==> src/rtl/tpac_params.svh <==
// offsets, field positions, reset values for the page access block
// assumes byte addressing on a 32-bit classic wishbone slave port
`ifndef TPAC_PARAMS_SVH
`define TPAC_PARAMS_SVH
// page numbers
`define PG_SERIAL 3'h0
`define PG_RDR_PW 3'h1
`define PG_RSVD 3'h2
`define PG_CFG 3'h3
`define PG_USER_LO_A 3'h4
`define PG_USER_LO_B 3'h5
`define PG_USER_HI_A 3'h6
`define PG_USER_HI_B 3'h7
// word index inside the 64-byte window (byte address = 4 x index)
`define RI_KEY 4'h8
`define RI_CTRL 4'h9
`define RI_STATUS 4'hA
`define RI_TAGPW 4'hB
`define OFS_PAGE0 8'h00
`define OFS_KEY 8'h20
`define OFS_CTRL 8'h24
`define OFS_STATUS 8'h28
`define OFS_TAGPW 8'h2C
// reset values
`define RDR_PW_RST 32'h4D49_4B52
`define TAG_PW_RST 24'hAA_4854
`define CFG_RST 8'h06
`define PAGE_CLR 32'h0000_0000
// field positions
`define CFG_MSB 31
`define CFG_LSB 24
`define TAG_MSB 23
`define OTP_MSB 31
`define OTP_LSB 30
`define CTRL_B_LOGOUT 0
`define ST_B_OPEN 0
`define ST_B_REFUSED 1
`define ST_B_LOGFAIL 2
`endif

==> src/rtl/tpac_pkg.sv <==
// types of the page access block
// assumes tpac_params.svh for all numeric constants
package tpac_pkg;
	// configuration byte, bit 7 first
	typedef struct packed {
		logic lock_secret;
		logic lock_cfg;
		logic lock_user_lo;
		logic lock_user_hi;
		logic crypto;
		logic [1:0] op_mode;
		logic biphase;
	} cfg_s;
	typedef enum logic [1:0] {
		ST_LOCKED = 2'b01,
		ST_OPEN = 2'b10
	} auth_e;
endpackage

==> src/rtl/transponder_page_access_control.sv <==
// page store with login gate and configuration-driven page locks
// assumes a classic wishbone master on CLK_SYS and one synchronous clock
//
// Behaviour
// - eight 32-bit pages: 0 fixed serial, 1 reader secret, 2 reserved, 3 config+tag key, 4-7 user.
// - after reset page 1 holds 4D494B52h and the tag key field AA4854h, both rewritable.
// - page 3 keeps the tag key in bits 23:0 and the config byte in 31:24; writes replace the byte, bits 7 and 6 only rising.
// - no page is reached until a login with the reader secret has succeeded.
// - the tag key is presented to the reader after login, and the reader takes any value.
// - config bit 7 set forbids page 1 fully and leaves page 2 read-only, or closed in crypto mode.
// - config bit 6 set makes page 3 read-only, freezing config byte and tag key.
// - config bit 5 makes pages 4,5 read-only and bit 4 pages 6,7; at 0 they are writable.
// - config bits 7 and 6, once 1, return to 0 only on reset.
// - config bit 3 selects password mode at 0 and crypto mode at 1, reset 0.
// - config bits 2,1 select the operating mode, reset 11 (native mode).
// - config bit 0 selects native line coding, 0 manchester, 1 biphase, reset 0.
`timescale 1ns/10ps
`include "tpac_params.svh"

module transponder_page_access_control
	import tpac_pkg::*;
#(
	parameter int ADR_W = 8,
	// serial number value is arbitrary
	parameter logic [31:0] SERIAL_NUMBER = 32'h1357_9BDF
) (
	// clock and reset
	input wire logic CLK_SYS,
	input wire logic RST_N,
	// wishbone slave
	input wire logic WB_CYC,
	input wire logic WB_STB,
	input wire logic WB_WE,
	input wire logic [ADR_W-1:0] WB_ADR,
	input wire logic [3:0] WB_SEL,
	input wire logic [31:0] WB_WDATA,
	output logic [31:0] WB_RDATA,
	output logic WB_ACK,
	// device side
	output cfg_s CFG,
	output logic AUTH_OPEN,
	output logic [23:0] TAG_PW
);

	if (ADR_W < 7) begin : g_bad_adr
		$error("ADR_W must be at least 7");
	end

	logic req;
	logic take;
	logic hit;
	logic [3:0] word;
	logic is_page;
	logic [2:0] pg;
	logic rd_ok;
	logic wr_ok;
	logic open;
	logic [31:0] pages [1:7];
	logic [31:0] merged;
	logic [31:0] next_rdata;
	logic page_wr;
	logic key_wr;
	logic refused;
	logic login_fail;
	cfg_s cfg;
	auth_e auth;

	assign req = WB_CYC & WB_STB;
	// write lands on the edge where the master samples ack
	assign take = req & WB_ACK;
	assign hit = (WB_ADR[ADR_W-1:6] == '0);
	assign word = WB_ADR[5:2];
	assign is_page = hit & ~word[3];
	assign pg = word[2:0];
	assign open = (auth == ST_OPEN);
	assign cfg = cfg_s'(pages[`PG_CFG][`CFG_MSB:`CFG_LSB]);
	assign AUTH_OPEN = open;

	// per-page access from the current config byte
	always_comb begin
		rd_ok = 1'b0;
		wr_ok = 1'b0;
		case (pg)
			`PG_SERIAL: begin
				rd_ok = 1'b1;
				wr_ok = 1'b0;
			end
			`PG_RDR_PW: begin
				rd_ok = ~cfg.lock_secret;
				wr_ok = ~cfg.lock_secret;
			end
			`PG_RSVD: begin
				rd_ok = ~cfg.lock_secret | ~cfg.crypto;
				wr_ok = ~cfg.lock_secret;
			end
			`PG_CFG: begin
				rd_ok = 1'b1;
				wr_ok = ~cfg.lock_cfg;
			end
			`PG_USER_LO_A, `PG_USER_LO_B: begin
				rd_ok = 1'b1;
				wr_ok = ~cfg.lock_user_lo;
			end
			`PG_USER_HI_A, `PG_USER_HI_B: begin
				rd_ok = 1'b1;
				wr_ok = ~cfg.lock_user_hi;
			end
			default: begin
				rd_ok = 1'b0;
				wr_ok = 1'b0;
			end
		endcase
		if (!open) begin
			rd_ok = 1'b0;
			wr_ok = 1'b0;
		end
	end

	// byte-lane merge; the protected config bits can only be raised
	always_comb begin
		merged = `PAGE_CLR;
		if (pg != `PG_SERIAL) begin
			merged = pages[pg];
		end
		for (int b = 0; b < 4; b++) begin
			if (WB_SEL[b]) begin
				merged[8*b +: 8] = WB_WDATA[8*b +: 8];
			end
		end
		if (pg == `PG_CFG) begin
			merged[`OTP_MSB:`OTP_LSB] = merged[`OTP_MSB:`OTP_LSB]
				| pages[`PG_CFG][`OTP_MSB:`OTP_LSB];
		end
	end

	assign page_wr = take & WB_WE & is_page & wr_ok & (pg != `PG_SERIAL);
	assign key_wr = take & WB_WE & hit & (word == `RI_KEY) & (WB_SEL == 4'hF);

	// page store; page 0 is the fixed serial and is never stored
	always_ff @(posedge CLK_SYS or negedge RST_N) begin
		if (!RST_N) begin
			for (int i = 1; i < 8; i++) begin
				if (i == 1) begin
					pages[i] <= `RDR_PW_RST;
				end else if (i == 3) begin
					pages[i] <= {`CFG_RST, `TAG_PW_RST};
				end else begin
					pages[i] <= `PAGE_CLR;
				end
			end
		end else if (page_wr) begin
			pages[pg] <= merged;
		end
	end

	// login state
	always_ff @(posedge CLK_SYS or negedge RST_N) begin
		if (!RST_N) begin
			auth <= ST_LOCKED;
		end else begin
			case (auth)
				ST_LOCKED: begin
					if (key_wr && WB_WDATA == pages[`PG_RDR_PW]) begin
						auth <= ST_OPEN;
					end
				end
				ST_OPEN: begin
					if (key_wr && WB_WDATA != pages[`PG_RDR_PW]) begin
						auth <= ST_LOCKED;
					end else if (take && WB_WE && hit && word == `RI_CTRL
						&& WB_SEL[0] && WB_WDATA[`CTRL_B_LOGOUT]) begin
						auth <= ST_LOCKED;
					end
				end
				default: auth <= ST_LOCKED;
			endcase
		end
	end

	// sticky status, write one to clear; a new event wins over the clear
	logic st_clr;
	logic refuse_evt;
	logic fail_evt;
	assign st_clr = take & WB_WE & hit & (word == `RI_STATUS) & WB_SEL[0];
	assign refuse_evt = take & is_page & (WB_WE ? ~(wr_ok & (pg != `PG_SERIAL)) : ~rd_ok);
	assign fail_evt = key_wr & (WB_WDATA != pages[`PG_RDR_PW]);

	always_ff @(posedge CLK_SYS or negedge RST_N) begin
		if (!RST_N) begin
			refused <= 1'b0;
			login_fail <= 1'b0;
		end else begin
			refused <= refuse_evt | (refused & ~(st_clr & WB_WDATA[`ST_B_REFUSED]));
			login_fail <= fail_evt | (login_fail & ~(st_clr & WB_WDATA[`ST_B_LOGFAIL]));
		end
	end

	// read mux; unmapped words read zero
	always_comb begin
		next_rdata = `PAGE_CLR;
		if (is_page) begin
			if (rd_ok) begin
				next_rdata = (pg == `PG_SERIAL) ? SERIAL_NUMBER : pages[pg];
			end
		end else if (hit) begin
			case (word)
				`RI_STATUS: begin
					next_rdata[`ST_B_OPEN] = open;
					next_rdata[`ST_B_REFUSED] = refused;
					next_rdata[`ST_B_LOGFAIL] = login_fail;
				end
				`RI_TAGPW: begin
					if (open) begin
						next_rdata[`TAG_MSB:0] = pages[`PG_CFG][`TAG_MSB:0];
					end
				end
				default: next_rdata = `PAGE_CLR;
			endcase
		end
	end

	// one wait state: ack one cycle after the request, dropped after
	always_ff @(posedge CLK_SYS or negedge RST_N) begin
		if (!RST_N) begin
			WB_ACK <= 1'b0;
			WB_RDATA <= `PAGE_CLR;
		end else begin
			WB_ACK <= req & ~WB_ACK;
			if (req && !WB_ACK) begin
				WB_RDATA <= next_rdata;
			end
		end
	end

	// device-side copies; mode fields pass on unfiltered
	always_ff @(posedge CLK_SYS or negedge RST_N) begin
		if (!RST_N) begin
			CFG <= cfg_s'(`CFG_RST);
			TAG_PW <= 24'h00_0000;
		end else begin
			CFG <= cfg;
			TAG_PW <= open ? pages[`PG_CFG][`TAG_MSB:0] : 24'h00_0000;
		end
	end

	// flat view of the whole store, so one check covers every page
	logic [255:0] store_flat;
	assign store_flat = {pages[7], pages[6], pages[5], pages[4], pages[3], pages[2], pages[1],
		SERIAL_NUMBER};
endmodule
==> config.mk <==
export PLATFORM = sky130hd
export DESIGN_NAME = transponder_page_access_control
export DESIGN_NICKNAME = d
export VERILOG_FILES = /design/src/rtl/tpac_pkg.sv /design/src/rtl/transponder_page_access_control.sv
export VERILOG_INCLUDE_DIRS = /design/src /design/src/rtl
export SDC_FILE = /design/constraint.sdc
export NUM_CORES = 1
export LEC_CHECK = 0
export BUFFER_PORTS_ARGS = -buffer_cell sky130_fd_sc_hd__buf_2
export CORE_AREA = 2 2 176 178
export DETAILED_ROUTE_END_ITERATION = 10
export DIE_AREA = 0 0 178 180
export GPL_TIMING_DRIVEN = 0
export PLACE_DENSITY = 0.7
export SYNTH_ARGS = -nofsm -noshare
export SYNTH_HDL_FRONTEND = slang
export SYNTH_SLANG_ARGS = --single-unit
==> constraint.sdc <==
create_clock -name CLK_SYS -period 2.85 [get_ports CLK_SYS]
set_clock_uncertainty 0.15 [all_clocks]
set_input_delay 0.4275 -clock CLK_SYS [delete_from_list [all_inputs] [get_ports CLK_SYS]]
set_output_delay 0.4275 -clock CLK_SYS [all_outputs]
set_load 0.1 [all_outputs]
==> reports/qor.yml <==
outcome:
  status: "finished clean"
detailed_routing:
  via_per_inst: 6.02
  drt-wirelength-per-cell_um: 23.9
  drt-initial-drc-count: 1235
  route.antenna.remaining_nets: 0
  wire_length_after_detailed_routing_mm: 44.2
  post-route-drc-count: 0
  detailroute.via_count: 11200
  firstDrtPassIters: 5
clock_network:
  cts_tree: "built"
  clock_sink_count: 293
  worst_setup_hold_path_clk_slew_ns: 0.06
  clock-root-buffer: "sky130_fd_sc_hd__clkbuf_16"
  clkLatencyLatePin_ns: 0.57
  clock_tree.htree_level_count: 1
  max-clock-path-buffers: 3
  cts_buffers: 30
job:
  max-cap-violations: 0
setup_path:
  critical_path.top_delay_family: "buffers and inverters"
  crit_arrival_ns: 2.20
  endpoint_type_of_the_worst_setup_path: "output pin"
  crit_path_max_incr_delay_ns: 0.53
  critPathMostFrequentCell: "sky130_fd_sc_hd__clkbuf_4"
  critPathSlowestCell: "sky130_fd_sc_hd__dfstp_2"
  cp_num_buf_inv: 4
  timing.critical_path.cells: "nand2b_2 > inv_1 > clkbuf_4 > clkbuf_4 > buf_6"
  crit_cells: 5
  critPathLaunchType: "flip-flop"
  timing.critical_path.fanout_max: 10
  reg2regPathDepth: 6
  worst_ep_required_time_ns: 2.27
  timing_worst_setup_path_type: "flip-flop to output pin"
logic_synthesis:
  ys_top_cells_by_area: "sky130_fd_sc_hd__dfrtp_1 50%, sky130_fd_sc_hd__mux2i_1 6.4%, sky130_fd_sc_hd__dfstp_2 5.5%, sky130_fd_sc_hd__o21ai_0 4.6%, sky130_fd_sc_hd__nand2_1 4.4%"
  synth_top_family_by_area: "compound AO/OA/AOI/OAI gates"
  number_of_instances_in_the_synthesized_netlist: 1280
  synth_edf_count: 0
  ys_warn_count: 0
  synth_fp_nets: 1329
  ys_ff_latch: 293
  synth-compound-area-share: 0.173
  synth_top_area_frac: 0.496
  postSynth.topFlopCell: "sky130_fd_sc_hd__dfrtp_1"
  avgSynthCellArea_um2: 10.4
  synth_async_sr_flop_share: 1.00
  netlist_area_mm2: 0.0134
  synth_xor_area_frac: 0.0210
  ys_seq_area_frac: 0.551
  yosys.area_share.adder: 0
  post-synth-top-area-cell: "sky130_fd_sc_hd__dfrtp_1"
  synthMuxAreaShare: 0.101
  post_synth_and_or_nand_nor_area_fraction: 0.118
  synth_cell_type_count: 51
hold_path:
  hold-path-cell-count: 3
  min-delay-path-class: "input pin to flip-flop"
final_layout:
  layout.filler_cells: 2747
  fin_util: 0.519
  area_taken_by_multi_input_logic_gates_mm2: 0.00556
  design.final.nets: 1480
  seq_area_mm2: 0.00737
  drive_gt1_frac: 0.207
  finalInstanceArea_mm2: 0.0157
  area.growth.synth_to_final_pct: 17.1
floorplanning:
  rows: 64
  die-area_mm2: 0.0320
  initial_utilization: 0.443
  io_pins: 115
  core_area_mm2: 0.0302
  chipWidth_um: 178
  die_height_um: 180
placed_design:
  numPortBuffers: 111
  dp_hpwl_mm: 30.1
  place_congestion: 0.948
  detailedPlace.worstSlack_ns: -0.932
  place_area_mm2: 0.0145
sta:
  layout_worst_path_cycle_share: 0.973
  worst_slew_pin_slew_ns: 1.12
  timing.slew.headroom: 0.251
  timing_max_transition_violations_final: 0
  finalWorstSetupSlack_ns: 0.0768
  finalWorstPathRequiredPeriod_ns: 2.77
  report.final.setup_viol: 0
  max_freq_mhz: 361
  rsz0062_at_grt: "false"
  final_hold_violations: 0
grt:
  number_of_antenna_violations_at_the_first_check_in_global_routing: 1
  largest_net_degree_at_the_start_of_global_routing: 120
  grt_pass1_vias: 11100
  track_usage: 0.277
  first_pass_grt_wire_length_mm: 66.7
  grt.overflow.total: 0
power:
  power.ir.vdd_worst_mv: 0.443
  power.density_cell_area_mw_per_mm2: 568
  p_leak_nw: 7.59
  p_total_w: 0.00889
[worst paths after layout]
kind	startpoint	end	slack, ns
max	auth[0]$_DFFE_PN1P_	AUTH_OPEN	0.08
min	WB_WDATA[1]	refused$_DFF_PN0_	0.02
max reg2reg	cfg[7]$_DFFE_PN0P_	pages[150]$_DFFE_PN0P_	0.11
min reg2reg	cfg[2]$_DFFE_PN1P_	CFG[2]$_DFF_PN1_	0.23
max in group asynchronous	RST_N	auth[0]$_DFFE_PN1P_	0.74
min in group asynchronous	RST_N	pages[90]$_DFFE_PN0P_	0.29
[logic make-up after synthesis]
kind of cell	after synthesis
AO/OA/AOI/OAI	362
XOR/XNOR	32
buffers and inverters	109
flip-flops	293
multiplexers	127
AND/OR/NAND/NOR	357
[Yosys cell counts, drive strengths merged, types with 10 or more instances]
cell type    n
mux2        40
a22oi       17
buf         28
mux2i       85
clkbuf      64
xor2        32
nor3        10
and2        36
o21ai      124
nand2      155
a21oi      109
a221oi      45
a22o        13
nor2       115
inv         17
dfstp       28
dfrtp      265
[registers in the layout (all words and copies together) (netlist names)]
| register | cells |
|---|---|
| WB_ACK | 1 |
| CFG | 8 |
| WB_RDATA | 32 |
| TAG_PW | 24 |
| auth | 2 |
| pages | 216 |
| login_fail | 1 |
| cfg | 8 |
| refused | 1 |
[metrics by stage]
step | setup TNS [ns] | hold WS, ns | std cells
floorplan | 0 | -0.0181 | 1280
global placement | -1274.09 | 0.215 | 1787
detailed placement | -90.84 | 0.216 | 1790
CTS | 0 | 0.00947 | 1851
global route | 0 | 0.0536 | 1851
finish | 0 | 0.0249 | 1852
[worst min-delay path, cell delays in order]
cell                        delay (ns)
sky130_fd_sc_hd__buf_2            0.12
sky130_fd_sc_hd__nand2_1          0.05
sky130_fd_sc_hd__o2bb2ai_1        0.09
[area by class of cell]
class                      instances  area share
sequential                       293       0.471
inverter                          17     0.00408
multi-input combinational        878       0.355
antenna                            1    0.000160
timing repair buffer             121      0.0443
clock inverter                    19      0.0119
clock buffer                      37      0.0542
tap                              396      0.0316
buffer                            90      0.0283
[timing repair]
action,4_1_cts,5_1_grt
setup endpoints to repair,138,91
hold buffers,1,0
pin swaps,1,1
buffers inserted,5,1
hold endpoints to repair,66,0
resized for setup,19,11
[power by group]
| group | switching [W] | total [W] | internal, W |
|---|---|---|---|
| logic | 0.000431 | 0.000593 | 0.000162 |
| clock network | 0.00175 | 0.00413 | 0.00238 |
| registers | 0.00000279 | 0.00417 | 0.00416 |
[cell usage in the layout, fill, tap and decap left out, drive strengths merged, types with 32 or more instances in the layout]
master  synthesis  final
a21oi         109    109
dfrtp         265    265
xor2           32     32
nor2          115    115
mux2i          85     85
and2           36     36
nand2         155    155
a221oi         45     45
buf            28    146
clkbuf         64    100
o21ai         124    124
mux2           40     40
[layer usage]
layer / vias to the layer above / part of all wire / global-route usage
met1: 5563 / 0.40 / 0.378
li1: 4854 / - / -
met4: 0 / 0.048 / 0.130
met3: 129 / 0.10 / 0.0601
met5: - / 0 / 0
met2: 609 / 0.45 / 0.420
(Power assumes the default switching activity.)
